### config.mk
export PLATFORM = sky130hd
export DESIGN_NAME = mscr_regs
export DESIGN_NICKNAME = d
export VERILOG_FILES = /design/src/core/mscr_pkg.sv /design/src/core/mscr_regs.sv
export SDC_FILE = /design/constraint.sdc
export NUM_CORES = 1
export LEC_CHECK = 0
export ABC_AREA = 1
export BUFFER_PORTS_ARGS = -buffer_cell sky130_fd_sc_hd__buf_2
export CAP_MARGIN = 20
export CELL_PAD_IN_SITES_DETAIL_PLACEMENT = 0
export CELL_PAD_IN_SITES_GLOBAL_PLACEMENT = 2
export CORE_UTILIZATION = 34
export CTS_BUF_LIST = sky130_fd_sc_hd__clkbuf_4 sky130_fd_sc_hd__clkbuf_8 sky130_fd_sc_hd__clkbuf_16
export DETAILED_ROUTE_END_ITERATION = 10
export MAX_ROUTING_LAYER = met4
export PLACE_DENSITY_LB_ADDON = 0.12
export SYNTH_ARGS = -nofsm -noshare
export SYNTH_HDL_FRONTEND = slang
export SYNTH_SLANG_ARGS = --single-unit
### constraint.sdc
create_clock -name clk -period 7.75 [get_ports clk]
set_input_delay 1.55 -clock clk [delete_from_list [all_inputs] [get_ports clk]]
set_output_delay 1.55 -clock clk [all_outputs]
set_load 0.005 [all_outputs]
### src/core/mscr_pkg.sv
package mscr_pkg;

   // ****************************************************************
   // Register map and field layout
   // ****************************************************************
   localparam int          ADDR_W        = 8;
   localparam int          DATA_W        = 32;
   localparam logic [7:0]  OFF_CFG_ONE   = 8'h82;
   localparam logic [7:0]  OFF_CFG_TWO   = 8'h84;
   localparam logic [7:0]  OFF_SELECT    = 8'h88;
   localparam logic [31:0] RESET_CFG     = 32'h0000_0000;
   localparam logic [31:0] RESET_SELECT  = 32'h0000_0000;

   localparam int PARITY_BIT   = 31;
   localparam int PDCUR_LSB    = 8;
   localparam int PDADV_LSB    = 6;
   localparam int PDCNT_LSB    = 4;
   localparam int FCFREQ_LSB   = 0;
   localparam int OLDUTY_LSB   = 28;
   localparam int OLCUR_LSB    = 23;
   localparam int OLACC_LSB    = 18;
   localparam int FCSEL_BIT    = 6;
   localparam int METHOD_LSB   = 0;
   localparam int BIDIR_BIT    = 2;

   // Roll-over limits and reserved codes.
   localparam logic [4:0] CUR_ROLL_UNI = 5'h1B;
   localparam logic [4:0] CUR_ROLL_BI  = 5'h0F;
   localparam logic [4:0] OL_CUR_MAX   = 5'h1A;
   localparam logic [3:0] FC_RESERVED  = 4'hA;
   localparam logic [4:0] ACC_NOLIMIT  = 5'h1F;
   localparam logic [15:0] ACC_UNLIMITED = 16'h7FFF;
   // Offset in millivolts for the unidirectional amplifier.
   localparam logic [11:0] OFFSET_UNI_MV = 12'h04B;
   localparam logic [11:0] STEP_MV       = 12'h064;

   typedef enum logic [1:0] {
      MSCR_ALIGN   = 2'b00,
      MSCR_DALIGN  = 2'b01,
      MSCR_PDETECT = 2'b10,
      MSCR_SLOWFC  = 2'b11
   } mscr_method_t;

endpackage

### src/core/mscr_regs.sv
// Design decision made here: the plain strobed port.
`timescale 1ns/10ps
`default_nettype none
module mscr_regs
   import mscr_pkg::*;
(
   input  wire logic                      clk,
   input  wire logic                      rst,
   input  wire logic [mscr_pkg::ADDR_W-1:0] addr,
   input  wire logic [mscr_pkg::DATA_W-1:0] wrData,
   input  wire logic                      wrStrobe,
   input  wire logic                      rdStrobe,
   output logic      [mscr_pkg::DATA_W-1:0] rdData,
   output logic                           pdEnable,
   output logic                           slowCycleEnable,
   output logic      [11:0]               pdTripMv,
   output logic      [6:0]                pdAdvanceDeg,
   output logic      [2:0]                pdPasses,
   output logic      [15:0]               firstCycleCentiHz,
   output logic                           firstCycleReserved,
   output logic      [6:0]                openLoopDutyPct,
   output logic      [11:0]               openLoopTripMv,
   output logic                           openLoopCurNa,
   output logic      [15:0]               openLoopAccelMilli
);
   import mscr_pkg::*;

   // ****************************************************************
   // Decode functions
   // ****************************************************************

   // Threshold code to millivolts, shared by both current limits.
   function automatic logic [11:0] codeToMv(input logic [4:0] code, input logic bidir);
      logic [4:0]  eff;
      logic [11:0] raw;
      eff = code;
      if (bidir && code > CUR_ROLL_BI) begin
         eff = code & CUR_ROLL_BI;
      end else if (!bidir && code > CUR_ROLL_UNI) begin
         eff = 5'h00;
      end
      raw = 12'(eff) * STEP_MV;
      if (!bidir) begin
         codeToMv = (raw > OFFSET_UNI_MV) ? raw - OFFSET_UNI_MV : 12'h000;
      end else begin
         codeToMv = raw;
      end
   endfunction

   // ****************************************************************
   // Register storage
   // ****************************************************************
   logic [DATA_W-1:0] cfgOne;
   logic [DATA_W-1:0] cfgTwo;
   logic [DATA_W-1:0] selectReg;

   // Register one, including its parity bit, is plain storage.
   always_ff @(posedge clk or posedge rst) begin
      if (rst) begin
         cfgOne <= RESET_CFG;
      end else if (wrStrobe && addr == OFF_CFG_ONE) begin
         cfgOne <= wrData;
      end
   end

   // Register two at its own offset.
   always_ff @(posedge clk or posedge rst) begin
      if (rst) begin
         cfgTwo <= RESET_CFG;
      end else if (wrStrobe && addr == OFF_CFG_TWO) begin
         cfgTwo <= wrData;
      end
   end

   // Method, first-cycle selector and amplifier direction share one register.
   always_ff @(posedge clk or posedge rst) begin
      if (rst) begin
         selectReg <= RESET_SELECT;
      end else if (wrStrobe && addr == OFF_SELECT) begin
         selectReg <= {25'h0000000, wrData[FCSEL_BIT:0]};
      end
   end

   // Read data stands only in the cycle after the strobe; unmapped reads give zero.
   always_ff @(posedge clk or posedge rst) begin
      if (rst) begin
         rdData <= 32'h0000_0000;
      end else if (rdStrobe) begin
         case (addr)
            OFF_CFG_ONE: rdData <= cfgOne;
            OFF_CFG_TWO: rdData <= cfgTwo;
            OFF_SELECT:  rdData <= selectReg;
            default:     rdData <= 32'h0000_0000;
         endcase
      end else begin
         rdData <= 32'h0000_0000;
      end
   end

   // ****************************************************************
   // Field decode
   // ****************************************************************
   mscr_method_t method;
   logic         bidir;
   logic         fcZero;
   logic [15:0]  fcTable;
   logic [6:0]   dutyTable;
   logic [15:0]  accTable;

   assign method = mscr_method_t'(selectReg[METHOD_LSB +: 2]);
   assign bidir  = selectReg[BIDIR_BIT];
   assign fcZero = selectReg[FCSEL_BIT];

   // First-cycle frequency in hundredths of a hertz; code Ah has no value.
   always_comb begin
      case (cfgOne[FCFREQ_LSB +: 4])
         4'h0: fcTable = 16'h0005;
         4'h1: fcTable = 16'h000A;
         4'h2: fcTable = 16'h0019;
         4'h3: fcTable = 16'h0032;
         4'h4: fcTable = 16'h0064;
         4'h5: fcTable = 16'h00C8;
         4'h6: fcTable = 16'h012C;
         4'h7: fcTable = 16'h01F4;
         4'h8: fcTable = 16'h03E8;
         4'h9: fcTable = 16'h05DC;
         4'hB: fcTable = 16'h09C4;
         4'hC: fcTable = 16'h1388;
         4'hD: fcTable = 16'h2710;
         4'hE: fcTable = 16'h3A98;
         4'hF: fcTable = 16'h4E20;
         default: fcTable = 16'h0000;
      endcase
   end

   // Open-loop duty limit in percent.
   always_comb begin
      case (cfgTwo[OLDUTY_LSB +: 3])
         3'h0: dutyTable = 7'h0A;
         3'h1: dutyTable = 7'h0F;
         3'h2: dutyTable = 7'h14;
         3'h3: dutyTable = 7'h19;
         3'h4: dutyTable = 7'h1E;
         3'h5: dutyTable = 7'h28;
         3'h6: dutyTable = 7'h32;
         default: dutyTable = 7'h64;
      endcase
   end

   // Acceleration in thousandths of Hz/s, saturated at the no-limit value.
   always_comb begin
      case (cfgTwo[OLACC_LSB +: 5])
         5'h00: accTable = 16'h0005;
         5'h01: accTable = 16'h000A;
         5'h02: accTable = 16'h0019;
         5'h03: accTable = 16'h0032;
         5'h04: accTable = 16'h0064;
         5'h05: accTable = 16'h00FA;
         5'h06: accTable = 16'h01F4;
         5'h07: accTable = 16'h03E8;
         5'h08: accTable = 16'h09C4;
         5'h09: accTable = 16'h1388;
         5'h0A: accTable = 16'h1D4C;
         5'h0B: accTable = 16'h2710;
         5'h0C: accTable = 16'h30D4;
         5'h0D: accTable = 16'h3A98;
         5'h0E: accTable = 16'h4E20;
         5'h0F: accTable = 16'h7530;
         default: accTable = ACC_UNLIMITED; // Larger rates exceed the output width.
      endcase
   end

   // Outputs are registered so the consuming algorithm sees glitch-free settings.
   always_ff @(posedge clk or posedge rst) begin
      if (rst) begin
         pdEnable           <= 1'b0;
         slowCycleEnable    <= 1'b0;
         pdTripMv           <= 12'h000;
         pdAdvanceDeg       <= 7'h00;
         pdPasses           <= 3'h1;
         firstCycleCentiHz  <= 16'h0000;
         firstCycleReserved <= 1'b0;
         openLoopDutyPct    <= 7'h0A;
         openLoopTripMv     <= 12'h000;
         openLoopCurNa      <= 1'b0;
         openLoopAccelMilli <= 16'h0005;
      end else begin
         pdEnable           <= (method == MSCR_PDETECT);
         slowCycleEnable    <= (method == MSCR_SLOWFC);
         pdTripMv           <= codeToMv(cfgOne[PDCUR_LSB +: 5], bidir);
         pdAdvanceDeg       <= 7'(cfgOne[PDADV_LSB +: 2]) * 7'h1E;
         pdPasses           <= 3'(cfgOne[PDCNT_LSB +: 2]) + 3'h1;
         firstCycleCentiHz  <= fcZero ? 16'h0000 : fcTable;
         firstCycleReserved <= (cfgOne[FCFREQ_LSB +: 4] == FC_RESERVED);
         openLoopDutyPct    <= dutyTable;
         openLoopTripMv     <= codeToMv(cfgTwo[OLCUR_LSB +: 5], bidir);
         openLoopCurNa      <= (cfgTwo[OLCUR_LSB +: 5] > OL_CUR_MAX);
         openLoopAccelMilli <= accTable;
      end
   end

   // ****************************************************************
   // Assertions
   // ****************************************************************
   a_read_one: assert property (@(posedge clk) disable iff (rst)
      rdStrobe && addr == OFF_CFG_ONE |=> rdData == $past(cfgOne))
      else $error("Register one read mismatch.");
   a_write_two: assert property (@(posedge clk) disable iff (rst)
      wrStrobe && addr == OFF_CFG_TWO && !rdStrobe |=> cfgTwo == $past(wrData))
      else $error("Register two write lost.");
   a_parity_keep: assert property (@(posedge clk) disable iff (rst)
      wrStrobe && addr == OFF_CFG_ONE |=> cfgOne[PARITY_BIT] == $past(wrData[PARITY_BIT]))
      else $error("Parity bit not stored.");
   a_pass_count: assert property (@(posedge clk) disable iff (rst)
      ##1 pdPasses == 3'($past(cfgOne[PDCNT_LSB +: 2])) + 3'h1)
      else $error("Pass count wrong.");
   a_advance_max: assert property (@(posedge clk) disable iff (rst)
      cfgOne[PDADV_LSB +: 2] == 2'h3 && $stable(cfgOne) |=> pdAdvanceDeg == 7'h5A)
      else $error("Advance angle wrong.");
   a_fc_zero: assert property (@(posedge clk) disable iff (rst)
      fcZero |=> firstCycleCentiHz == 16'h0000)
      else $error("First cycle not zero.");
   a_acc_nolimit: assert property (@(posedge clk) disable iff (rst)
      cfgTwo[OLACC_LSB +: 5] == ACC_NOLIMIT |=> openLoopAccelMilli == ACC_UNLIMITED)
      else $error("No-limit acceleration wrong.");
   a_method_pd: assert property (@(posedge clk) disable iff (rst)
      method == MSCR_PDETECT |=> pdEnable && !slowCycleEnable)
      else $error("Detection not enabled.");
   a_duty_full: assert property (@(posedge clk) disable iff (rst)
      cfgTwo[OLDUTY_LSB +: 3] == 3'h7 |=> openLoopDutyPct == 7'h64)
      else $error("Full duty wrong.");
   a_ol_na: assert property (@(posedge clk) disable iff (rst)
      cfgTwo[OLCUR_LSB +: 5] == 5'h1B |=> openLoopCurNa)
      else $error("Not-applicable flag missing.");
   a_reserved_fc: assert property (@(posedge clk) disable iff (rst)
      cfgOne[FCFREQ_LSB +: 4] == FC_RESERVED |=> firstCycleReserved)
      else $error("Reserved code not flagged.");


   // ****************************************************************
   // Register access checks
   // ****************************************************************

   // Both configuration words read back and store whole written words.
   a_read_two: assert property (@(posedge clk) disable iff (rst)
      rdStrobe && addr == OFF_CFG_TWO |=> rdData == $past(cfgTwo))
      else $error("Register two read mismatch.");
   a_write_one: assert property (@(posedge clk) disable iff (rst)
      wrStrobe && addr == OFF_CFG_ONE |=> cfgOne == $past(wrData))
      else $error("Register one write lost.");
   a_parity_two: assert property (@(posedge clk) disable iff (rst)
      wrStrobe && addr == OFF_CFG_TWO |=> cfgTwo[PARITY_BIT] == $past(wrData[PARITY_BIT]))
      else $error("Register two parity bit not stored.");

   // A word must not move unless its own offset is written.
   a_hold_one: assert property (@(posedge clk) disable iff (rst)
      !(wrStrobe && addr == OFF_CFG_ONE) |=> $stable(cfgOne))
      else $error("Register one changed without a write.");
   a_hold_two: assert property (@(posedge clk) disable iff (rst)
      !(wrStrobe && addr == OFF_CFG_TWO) |=> $stable(cfgTwo))
      else $error("Register two changed without a write.");

   // Read data is zero outside the cycle after a mapped read.
   a_read_idle: assert property (@(posedge clk) disable iff (rst)
      !rdStrobe |=> rdData == 32'h0000_0000)
      else $error("Read data not idle.");
   a_read_unmapped: assert property (@(posedge clk) disable iff (rst)
      rdStrobe && addr != OFF_CFG_ONE && addr != OFF_CFG_TWO && addr != OFF_SELECT
      |=> rdData == 32'h0000_0000)
      else $error("Unmapped read not zero.");
   a_select_upper: assert property (@(posedge clk) disable iff (rst)
      selectReg[DATA_W-1:FCSEL_BIT+1] == 25'h0000000)
      else $error("Select word upper bits not zero.");

   // ****************************************************************
   // Decode checks
   // ****************************************************************

   // Method decode: only one start-up path may be enabled at a time.
   a_method_slow: assert property (@(posedge clk) disable iff (rst)
      method == MSCR_SLOWFC |=> slowCycleEnable && !pdEnable)
      else $error("Slow first cycle not enabled.");
   a_method_align: assert property (@(posedge clk) disable iff (rst)
      method == MSCR_ALIGN |=> !pdEnable && !slowCycleEnable)
      else $error("Align method enabled a start-up path.");

   // Current thresholds at the ends of their ranges.
   a_pd_zero: assert property (@(posedge clk) disable iff (rst)
      cfgOne[PDCUR_LSB +: 5] == 5'h00 |=> pdTripMv == 12'h000)
      else $error("Zero detect threshold wrong.");
   a_uni_top: assert property (@(posedge clk) disable iff (rst)
      !bidir && cfgOne[PDCUR_LSB +: 5] == CUR_ROLL_UNI |=> pdTripMv == 12'hA41)
      else $error("Unidirectional top threshold wrong.");
   a_bidir_wrap: assert property (@(posedge clk) disable iff (rst)
      bidir && cfgOne[PDCUR_LSB +: 5] == 5'h1F |=> pdTripMv == 12'h5DC)
      else $error("Bidirectional roll-over wrong.");
   a_ol_zero: assert property (@(posedge clk) disable iff (rst)
      cfgTwo[OLCUR_LSB +: 5] == 5'h00 |=> openLoopTripMv == 12'h000)
      else $error("Zero open-loop threshold wrong.");
   a_ol_valid: assert property (@(posedge clk) disable iff (rst)
      cfgTwo[OLCUR_LSB +: 5] <= OL_CUR_MAX |=> !openLoopCurNa)
      else $error("Valid open-loop code flagged.");

   // Angle and pass count decode.
   a_advance_zero: assert property (@(posedge clk) disable iff (rst)
      cfgOne[PDADV_LSB +: 2] == 2'h0 |=> pdAdvanceDeg == 7'h00)
      else $error("Zero advance wrong.");
   a_advance_one: assert property (@(posedge clk) disable iff (rst)
      cfgOne[PDADV_LSB +: 2] == 2'h1 |=> pdAdvanceDeg == 7'h1E)
      else $error("Single-step advance wrong.");
   a_pass_four: assert property (@(posedge clk) disable iff (rst)
      cfgOne[PDCNT_LSB +: 2] == 2'h3 |=> pdPasses == 3'h4)
      else $error("Four-pass count wrong.");

   // Frequency, duty and acceleration tables at chosen codes.
   a_fc_base: assert property (@(posedge clk) disable iff (rst)
      !fcZero && cfgOne[FCFREQ_LSB +: 4] == 4'h4 |=> firstCycleCentiHz == 16'h0064)
      else $error("One hertz first cycle wrong.");
   a_fc_top: assert property (@(posedge clk) disable iff (rst)
      !fcZero && cfgOne[FCFREQ_LSB +: 4] == 4'hF |=> firstCycleCentiHz == 16'h4E20)
      else $error("Top first-cycle frequency wrong.");
   a_fc_reserved_zero: assert property (@(posedge clk) disable iff (rst)
      cfgOne[FCFREQ_LSB +: 4] == FC_RESERVED |=> firstCycleCentiHz == 16'h0000)
      else $error("Reserved code gave a frequency.");
   a_duty_low: assert property (@(posedge clk) disable iff (rst)
      cfgTwo[OLDUTY_LSB +: 3] == 3'h0 |=> openLoopDutyPct == 7'h0A)
      else $error("Lowest duty wrong.");
   a_duty_half: assert property (@(posedge clk) disable iff (rst)
      cfgTwo[OLDUTY_LSB +: 3] == 3'h6 |=> openLoopDutyPct == 7'h32)
      else $error("Half duty wrong.");
   a_acc_slowest: assert property (@(posedge clk) disable iff (rst)
      cfgTwo[OLACC_LSB +: 5] == 5'h00 |=> openLoopAccelMilli == 16'h0005)
      else $error("Slowest acceleration wrong.");

   c_pd_four:   cover property (@(posedge clk) pdEnable && pdPasses == 3'h4);
   c_write_one: cover property (@(posedge clk) wrStrobe && addr == OFF_CFG_ONE);
   c_read_two:  cover property (@(posedge clk) rdStrobe && addr == OFF_CFG_TWO);
   c_slow_fc:   cover property (@(posedge clk) slowCycleEnable && !fcZero);
   c_bidir:     cover property (@(posedge clk) bidir && pdTripMv != 12'h000);

endmodule
`default_nettype wire

==> impl_metrics.py, run 1 <==
metrics = {
    "cells_and_area": {
        "seq_area_mm2": 0.00436,
        "area_growth_pct": 18.5,
        "fillers": 2476,
        "nets": 1129,
        "final-instance-count-excl-fill": 1374,
        "fin_util": 0.412,
        "drive_gt1_frac": 0.223,
        "multiInputGateArea_mm2": 0.00318,
        "fin_area_mm2": 0.00973,
    },
    "critical_path": {
        "cp_num_buf_inv": 4,
        "path_cells": "inv_1 -> buf_4 -> nand4_1 -> inv_1 -> nor2_1 -> ha_1 -> inv_1 -> nor2_1 -> nor2_1 -> ha_1 -> fa_1 -> nand2_1 -> nand2_1 -> nor2_1 -> nand3_1 -> nor2_1 -> nand3_1 -> nor2_4 -> nor2_1",
        "reg2regPathDepth": 19,
        "cp-start-kind": "flip-flop",
        "cpPeakStageDelay_ns": 0.81,
        "endpoint_kind": "flip-flop",
        "crit_top_cell": "nor2_1",
        "cp.depth": 19,
        "critPathRequiredTime_ns": 8.06,
        "cp_max_fo": 20,
        "arrival_ns": 4.47,
        "reg2reg_from": "selectReg[2]",
        "crit_family": "simple AND/OR/NAND/NOR gates",
        "slowest_stage": "dfrtp_1",
        "critPathLaunch": "selectReg[2]",
        "path_class": "flip-flop to flip-flop",
    },
    "die": {
        "rows": 56,
        "ios": 153,
        "die-area_mm2": 0.0248,
        "dieHeight_um": 157,
        "coreArea_mm2": 0.0236,
        "initial_core_util": 0.348,
        "die_x_um": 157,
    },
    "drt": {
        "route.detailed.drc": 0,
        "avgRoutedWirePerCell_um": 14.1,
        "wl_mm": 19.4,
        "first_pass_iters": 5,
        "vias_per_cell": 4.51,
        "ant_nets": 0,
        "vias": 6197,
        "drt_iter0_drc": 276,
    },
    "synth": {
        "synth_edf_count": 0,
        "yosysTopAreaCellShare": 0.515,
        "synth_seq_cells": 174,
        "synthesis.area_mm2": 0.00821,
        "ys_warn_count": 0,
        "yosysMostFrequentCell": "nand2_1",
        "yosys.area.top_type": "dfrtp_1",
        "synthFlopType": "dfrtp_1",
        "ys_types": 39,
        "yosysSeqAreaShare": 0.531,
        "synthArstFlopShare": 1.00,
        "synthTopCellsByCount": "242 x nand2_1, 169 x dfrtp_1, 112 x inv_1",
        "syn-instance-count": 906,
        "syn_avg_cell_area_um2": 9.06,
        "synthTopCellsByArea": "dfrtp_1 52%, nand2_1 11%, ha_1 6.4%",
    },
    "timing": {
        "final-hold-violation-count": 0,
        "rsz0062_at_grt": "false",
        "skew_ns": 0.0170,
        "slew_headroom": 0.286,
        "finalSetupViolCount": 0,
        "timing.fmax_mhz": 241,
        "fin_crit_ns": 4.16,
        "final_max_slew_viol_count": 0,
        "finalWorstSetupSlack_ns": 3.59,
        "tightestPinTransition_ns": 1.07,
        "final.setup.tns_ns": 0,
        "min_period_over_period": 0.536,
        "timing.hold.ws_ns": 0.481,
    },
    "cts": {
        "clk_latency_ns": 0.44,
        "cts.sink_count": 174,
        "cts_resized": 0,
        "postCtsSetupBuffers": 0,
        "cts_root_buf": "clkbuf_16",
        "cts_hold_buf": 0,
        "path_clk_slew_ns": 0.07,
        "numCtsBuffers": 17,
        "htreeDepth": 4,
        "cts_tree": "done",
        "clockBufferDepth": 2,
    },
    "power_and_ir_drop": {
        "peakVddDrop_mv": 0.118,
        "p_sw_uw": 546,
        "power_mw": 2.04,
        "p_seq_frac": 0.483,
        "share_comb_of_total_power": 0.100,
        "p_clk_frac": 0.417,
        "power_leakage_nw": 5.37,
        "p_per_area_mw_per_mm2": 209,
        "p_sw_frac": 0.268,
        "intPower_mw": 1.49,
    },
    "placement": {
        "place_area_mm2": 0.00915,
        "dpl_worst_slack_ns": 3.44,
        "dp_hpwl_mm": 13.3,
        "gp_congestion": 0.761,
        "portBuffers": 147,
        "place_inst": 1341,
    },
    "global_route": {
        "grt_pass1_wl_mm": 31.7,
        "globalRouteOverflowTotal": 0,
        "grt_usage": 0.171,
        "grt_pass1_vias": 6065,
        "grt_max_degree": 72,
        "antenna_found_initial": 1,
    },
    "status": {
        "status": "complete, no violations",
    },
    "min_path": {
        "hp-start": "cfgOne[31]",
        "hold_path_class": "flip-flop to flip-flop",
        "hold_depth": 2,
    },
    "flow_run": {
        "cap_violations": 0,
    },
}
-- metal layers --
layer	GRT usage	vias to the layer above	part of all wire
li1	-	3142	-
met1	0.232	2903	0.50
met2	0.260	134	0.45
met3	0.0344	18	0.040
met4	0.0481	0	0.0098
met5	-	-	0
-- layout make-up --
type	count	area share
Antenna cell	1	0.000257
Clock buffer	18	0.0445
Clock inverter	14	0.0153
Inverter	115	0.0449
Multi-Input combinational cell	582	0.327
Sequential cell	174	0.448
Tap cell	319	0.0410
Timing Repair Buffer	151	0.0787
-- final timing paths --
check                                         to  slack (ns)
setup / recovery               openLoopTripMv[8]        3.59
hold / removal                        cfgOne[31]        0.48
setup reg to reg               openLoopTripMv[8]        3.59
hold reg to reg                       cfgOne[31]        0.48
max in group asynchronous            pdTripMv[2]        5.34
min in group asynchronous  firstCycleCentiHz[14]        1.21
-- state kept, by name (all words and copies together) (netlist names), 3 cells and up --
register,flops
selectReg,7
cfgOne,32
openLoopTripMv,11
openLoopAccelMilli,15
firstCycleCentiHz,15
pdTripMv,11
pdAdvanceDeg,5
cfgTwo,32
pdPasses,3
rdData,32
openLoopDutyPct,7
-- placed cells by master, fill, tap and decap left out, types with 2 or more instances in the layout --
cell and n:
clkinv_2 2, a21oi_1 35, or2_2 2, nor4_4 3, dfstp_2 5, buf_2 147
nand3_1 61, nand2_1 242, dfrtp_1 169, clkinvlp_4 2, o22ai_1 2, ha_1 42
conb_1 5, a211oi_1 3, o21ai_2 33, clkbuf_16 17, nor2_1 55, inv_1 111
inv_6 5, o211ai_1 3, nor3_1 3, fa_1 2, o21ai_1 5, buf_4 4
a31oi_1 2, inv_8 3, and3_1 2, xor2_1 13, o21ai_0 52, nand3b_1 2
nand4_1 5, inv_2 2
-- cells by family after synthesis --
logic type                 Yosys count  share of synthesized area
xor gates and xnor gates            13                     0.0139
buffers and inverters              154                     0.0833
and+or+nand+nor                    381                      0.199
DFF                                174                      0.531
other                                1                   0.000457
AOI/OAI and AO/OA                  139                      0.104
adders and majority gates           44                     0.0689
-- worst reg2reg max path, delay by kind of cell (launching register included) --
kind,cells,cell delay [ns]
AND/OR/NAND/NOR,12,1.93
adder cells (fa/ha/maj),3,0.85
flip-flops,1,0.81
buffers and inverters,4,0.46
-- power by group through the flow --
stage	clock (mW)	combinational (mW)	sequential [mW]
3_3_place_gp	0	0.208	1.00
2_1_floorplan	0	0.131	0.999
4_1_cts	0.878	0.208	0.986
6_report	0.850	0.203	0.985
5_1_grt	0.914	0.236	0.992
3_5_place_dp	0	0.208	1.00
No activity file was read; power rests on OpenSTA's default activity.
==> run 2: changes to the inputs <==
--- a/config.mk
+++ b/config.mk
@@ -10,7 +10,7 @@
 export CAP_MARGIN = 20
 export CELL_PAD_IN_SITES_DETAIL_PLACEMENT = 0
 export CELL_PAD_IN_SITES_GLOBAL_PLACEMENT = 2
-export CORE_UTILIZATION = 34
+export CORE_UTILIZATION = 30
 export CTS_BUF_LIST = sky130_fd_sc_hd__clkbuf_4 sky130_fd_sc_hd__clkbuf_8 sky130_fd_sc_hd__clkbuf_16
 export DETAILED_ROUTE_END_ITERATION = 10
 export MAX_ROUTING_LAYER = met4
==> constraint.sdc (replaced) <==
create_clock -name clk -period 3.6 [get_ports clk]
set_input_delay 0.72 -clock clk [delete_from_list [all_inputs] [get_ports clk]]
set_output_delay 0.72 -clock clk [all_outputs]
set_load 0.005 [all_outputs]
==> impl_metrics.py, run 2 (same netlist as run 1, synthesis figures left out) <==
metrics = {
    "status": {
        "status": "complete, no violations",
    },
    "critical_path": {
        "cp.depth": 18,
        "reg2reg_to": "openLoopTripMv[11]",
        "arrival_ns": 3.64,
        "path_class": "flip-flop to flip-flop",
        "critPathRequiredTime_ns": 3.91,
        "reg2reg_from": "selectReg[2]",
        "cp_num_buf_inv": 3,
        "cp_max_fo": 8,
        "slowest_stage": "dfrtp_2",
        "cpPeakStageDelay_ns": 0.45,
        "path_cells": "inv_1 -> nand4_1 -> inv_1 -> nor2_1 -> ha_1 -> inv_1 -> nor2_1 -> nor2_1 -> ha_1 -> fa_1 -> nand2_1 -> nand2_1 -> nor2_2 -> nand3_1 -> nor2_4 -> nand3_2 -> nor2_4 -> nor2_1",
        "crit_top_cell": "nor2_1",
        "r2r_slack_ns": 0.27,
        "cp-start-kind": "flip-flop",
        "critPathCapture": "openLoopTripMv[11]",
        "endpoint_kind": "flip-flop",
        "reg2regPathDepth": 18,
        "crit_family": "simple AND/OR/NAND/NOR gates",
        "critPathLaunch": "selectReg[2]",
    },
    "power_and_ir_drop": {
        "p_per_area_mw_per_mm2": 449,
        "peakVddDrop_mv": 0.200,
        "power_leakage_nw": 5.42,
        "power_mw": 4.44,
    },
    "timing": {
        "slew_headroom": 0.313,
        "finalSetupViolCount": 0,
        "final_max_slew_viol_count": 0,
        "tightestPinTransition_ns": 1.03,
        "final-hold-violation-count": 0,
        "timing.hold.ws_ns": 0.480,
        "fin_crit_ns": 3.33,
        "final.setup.tns_ns": 0,
        "skew_ns": 0.0117,
        "finalWorstSetupSlack_ns": 0.271,
        "min_period_over_period": 0.925,
        "timing.fmax_mhz": 300,
    },
    "global_route": {
        "grt_pass1_vias": 6239,
        "grt_usage": 0.162,
        "grt.met3_usage": 0.0272,
        "grt_pass1_wl_mm": 34.0,
        "grtUsageMet1": 0.208,
        "grt_util_met2": 0.265,
        "grt_max_degree": 175,
        "antenna_found_initial": 0,
        "globalRouteOverflowTotal": 0,
        "busiest_layer": "met2",
    },
    "placement": {
        "portBuffers": 147,
        "dp_hpwl_mm": 14.3,
        "gp_congestion": 0.825,
        "place_area_mm2": 0.00923,
        "place_inst": 1369,
        "dpl_worst_slack_ns": 0.100,
    },
    "cells_and_area": {
        "final_cell_mix": "240 x nand2_1, 167 x dfrtp_1, 147 x buf_2",
        "final-instance-count-excl-fill": 1401,
        "num_antenna_cells": 0,
        "final_common_cell": "nand2_1",
        "fin_area_mm2": 0.00989,
        "nets": 1136,
        "fin_util": 0.368,
        "drive_gt1_frac": 0.240,
        "fillers": 2827,
        "area_growth_pct": 20.4,
        "top_regs": "cfgOne (32), cfgTwo (32), rdData (32)",
    },
    "cts": {
        "path_clk_slew_ns": 0.07,
        "cts_hold_buf": 0,
        "cts_tree": "done",
        "clockBufferDepth": 2,
        "clk_latency_ns": 0.43,
        "cts_root_buf": "clkbuf_16",
        "numCtsBuffers": 17,
        "htreeDepth": 4,
        "cts.sink_count": 174,
    },
    "drt": {
        "drt_iter0_drc": 308,
        "vias_per_cell": 4.45,
        "vias": 6232,
        "wl_mm": 21.1,
        "first_pass_iters": 4,
        "route.detailed.drc": 0,
        "ant_nets": 0,
        "avgRoutedWirePerCell_um": 15.1,
    },
    "die": {
        "initial_core_util": 0.306,
        "die-area_mm2": 0.0280,
        "ios": 153,
        "dieHeight_um": 167,
        "coreArea_mm2": 0.0269,
        "die_x_um": 167,
        "rows": 60,
    },
    "flow_run": {
        "cap_violations": 0,
    },
    "min_path": {
        "hold_path_class": "flip-flop to flip-flop",
    },
}
==> run 2: how the worst min path moves through the flow <==
| stage | to | slack [ns] | cells past startpoint | startpoint |
|---|---|---|---|---|
| floorplan | pdPasses[0] | 0.41 | 1 | cfgOne[4] |
| global placement | cfgOne[26] | 0.46 | 2 | cfgOne[26] |
| detailed placement | cfgOne[15] | 0.47 | 2 | cfgOne[15] |
| CTS | cfgOne[15] | 0.49 | 2 | cfgOne[15] |
| global route | cfgOne[28] | 0.50 | 2 | cfgOne[28] |
| finish | cfgOne[15] | 0.48 | 2 | cfgOne[15] |
==> run 2: final cells by class <==
type,instances,area (um2),share of cell area
flip-flops and latches,174,4360,0.441
well taps,341,427,0.0432
multi-input cells,582,3230,0.327
clock buffers,17,425,0.0430
repair buffers,158,835,0.0844
clock inverters,14,168,0.0170
inverters,115,435,0.0440
==> run 2: per-layer routing <==
metal  vias up  part of all wire
met1      2959              0.47
li1       3154                 -
met4         0            0.0066
met3        11             0.026
met5         -                 0
met2       108              0.50
==> run 2: where the power goes <==
part	switching (mW)	internal (mW)	total, mW	leakage, nW
Combinational	0.289	0.173	0.462	2.78
Sequential	0.0580	2.06	2.12	2.35
Clock	0.925	0.937	1.86	0.289
==> run 2: tightest hold or removal path: cells and delay by family, from the launching register on <==
| family | cells | cell delay [ns] |
|---|---|---|
| simple gates | 1 | 0.06 |
| compound gates | 1 | 0.05 |
| flops | 1 | 0.34 |
==> run 2: timing repair <==
item	4_1_cts	5_1_grt
setup endpoints to repair	0	20
resized for setup	0	16
buffers inserted	0	1
==> run 3: changes to the inputs <==
--- a/config.mk
+++ b/config.mk
@@ -10,6 +10,7 @@
 export CAP_MARGIN = 20
 export CELL_PAD_IN_SITES_DETAIL_PLACEMENT = 0
 export CELL_PAD_IN_SITES_GLOBAL_PLACEMENT = 2
+export CORE_MARGIN = 2
 export CORE_UTILIZATION = 30
 export CTS_BUF_LIST = sky130_fd_sc_hd__clkbuf_4 sky130_fd_sc_hd__clkbuf_8 sky130_fd_sc_hd__clkbuf_16
 export DETAILED_ROUTE_END_ITERATION = 10
==> impl_metrics.py, run 3 (same netlist as run 1, synthesis figures left out) <==
metrics = {
    "cts": {
        "cts_root_buf": "clkbuf_16",
        "numCtsBuffers": 17,
        "cts_tree": "done",
        "cts.sink_count": 174,
        "clk_latency_ns": 0.43,
        "cts_hold_buf": 0,
        "htreeDepth": 4,
        "path_clk_slew_ns": 0.08,
        "clockBufferDepth": 2,
    },
    "critical_path": {
        "cp_max_fo": 6,
        "critPathCapture": "pdTripMv[5]",
        "slowest_stage": "dfrtp_1",
        "reg2reg_to": "pdTripMv[5]",
        "arrival_ns": 3.54,
        "path_class": "flip-flop to flip-flop",
        "crit_top_cell": "nand2_1",
        "reg2reg_from": "cfgOne[11]",
        "path_cells": "nand2_1 -> inv_1 -> nand2_1 -> inv_1 -> nor2_4 -> inv_1 -> ha_1 -> inv_1 -> ha_1 -> ha_1 -> ha_2 -> nand2_1 -> nor2_1 -> nand2_1 -> nand3_1 -> nand2_1 -> nor2_2 -> nand3_2 -> inv_2 -> nor2_1",
        "crit_family": "adder cells",
        "endpoint_kind": "flip-flop",
        "critPathRequiredTime_ns": 3.91,
        "r2r_slack_ns": 0.38,
        "cpPeakStageDelay_ns": 0.43,
        "cp.depth": 20,
        "cp_num_buf_inv": 5,
        "cp-start-kind": "flip-flop",
        "reg2regPathDepth": 20,
        "critPathLaunch": "cfgOne[11]",
    },
    "die": {
        "ios": 153,
        "dieHeight_um": 169,
        "die_x_um": 169,
        "coreArea_mm2": 0.0270,
        "die-area_mm2": 0.0287,
        "initial_core_util": 0.305,
        "rows": 60,
    },
    "timing": {
        "finalSetupViolCount": 0,
        "min_period_over_period": 0.895,
        "skew_ns": 0.0148,
        "fin_crit_ns": 3.22,
        "timing.fmax_mhz": 310,
        "slew_headroom": 0.432,
        "final_max_slew_viol_count": 0,
        "timing.hold.ws_ns": 0.226,
        "final-hold-violation-count": 0,
        "rsz0062_at_grt": "true",
        "tightestPinTransition_ns": 0.851,
    },
    "power_and_ir_drop": {
        "p_per_area_mw_per_mm2": 448,
        "peakVddDrop_mv": 0.235,
        "power_leakage_nw": 5.46,
        "power_mw": 4.44,
    },
    "placement": {
        "portBuffers": 147,
        "dp_hpwl_mm": 15.0,
        "gp_congestion": 0.777,
    },
    "drt": {
        "vias": 6215,
        "wl_mm": 21.0,
        "route.detailed.drc": 0,
        "avgRoutedWirePerCell_um": 14.9,
        "drt_iter0_drc": 347,
        "first_pass_iters": 5,
        "vias_per_cell": 4.41,
        "ant_nets": 0,
    },
    "cells_and_area": {
        "fillers": 2844,
        "top_regs": "cfgOne (32), cfgTwo (32), rdData (32)",
        "multiInputGateArea_mm2": 0.00322,
        "area_growth_pct": 20.8,
        "drive_gt1_frac": 0.243,
        "num_antenna_cells": 0,
        "seq_area_mm2": 0.00436,
        "final_common_cell": "nand2_1",
        "nets": 1142,
        "final_cell_mix": "242 x nand2_1, 167 x dfrtp_1, 147 x buf_2",
    },
    "status": {
        "status": "complete, no violations",
    },
    "global_route": {
        "globalRouteOverflowTotal": 0,
        "grt_pass1_wl_mm": 34.0,
        "antenna_found_initial": 0,
        "grt_usage": 0.157,
        "grt_max_degree": 65,
        "grt_pass1_vias": 6147,
    },
    "flow_run": {
        "cap_violations": 0,
    },
    "min_path": {
        "hold_path_class": "primary input to async pin",
    },
}
## run 3: changes by cell type in the layout (fill, tap and decap cells not counted), moves of 3 or more
cell / delta
nor2_1: +3
nor2_2: -3
buf_4: +7
inv_6: -3
## run 3: per-stage QoR
| step | utilization | setup slack, ns | instances | TNS [ns] | instance area (um2) |
|---|---|---|---|---|---|
| global placement | 0.344 | 0.226 | 1375 | 0 | 9280 |
| floorplan | - | 0.434 | 910 | 0 | 8230 |
| global route | 0.368 | -0.0156 | 1408 | -0.0458 | 9920 |
| finish | 0.368 | 0.377 | 1408 | 0 | 9920 |
| detailed placement | 0.344 | 0.184 | 1375 | 0 | 9280 |
| CTS | 0.366 | 0.166 | 1407 | 0 | 9870 |
## run 3: layer usage
metal	vias to the layer above	GRT usage	part of all wire
met4	0	0.0334	0.0048
met2	95	0.258	0.50
li1	3158	-	-
met5	-	-	0
met1	2958	0.204	0.47
met3	4	0.0289	0.029
## run 3: final cells by class
cell class	instances	share of cell area
Inverter	115	0.0439
Clock buffer	18	0.0436
Tap cell	341	0.0430
Clock inverter	14	0.0166
Timing Repair Buffer	164	0.0883
Sequential cell	174	0.440
Multi-Input combinational cell	582	0.325
## run 3: timing repair
action	CTS	global route
hold endpoints to repair	0	0
gates resized for setup	0	12
setup endpoints to repair	0	20
buffers inserted	0	1
## run 3: worst min path at each step
| stage | endpoint | depth (start not counted) | slack (ns) | from |
|---|---|---|---|---|
| floorplan | pdPasses[0] | 1 | 0.41 | cfgOne[4] |
| global placement | cfgOne[14] | 2 | 0.46 | cfgOne[14] |
| detailed placement | cfgOne[25] | 2 | 0.47 | cfgOne[25] |
| CTS | cfgTwo[22] | 2 | 0.21 | rst |
| global route | cfgTwo[22] | 2 | 0.22 | rst |
| finish | cfgTwo[22] | 2 | 0.23 | rst |
## run 3: worst register-to-register path: cells and delay by family, from the launching register on
family / cells / cell delay [ns]
and+or+nand+nor: 11 / 1.15
adders and majority gates: 4 / 1.21
buffers and inverters: 5 / 0.35
DFF: 1 / 0.43
## run 3: power by group
group / switching [mW] / internal [mW] / total (mW) / leakage [nW]
logic: 0.289 / 0.176 / 0.465 / 2.82
registers: 0.0578 / 2.06 / 2.12 / 2.35
clock network: 0.911 / 0.947 / 1.86 / 0.293
total: 1.26 / 3.18 / 4.44 / 5.46
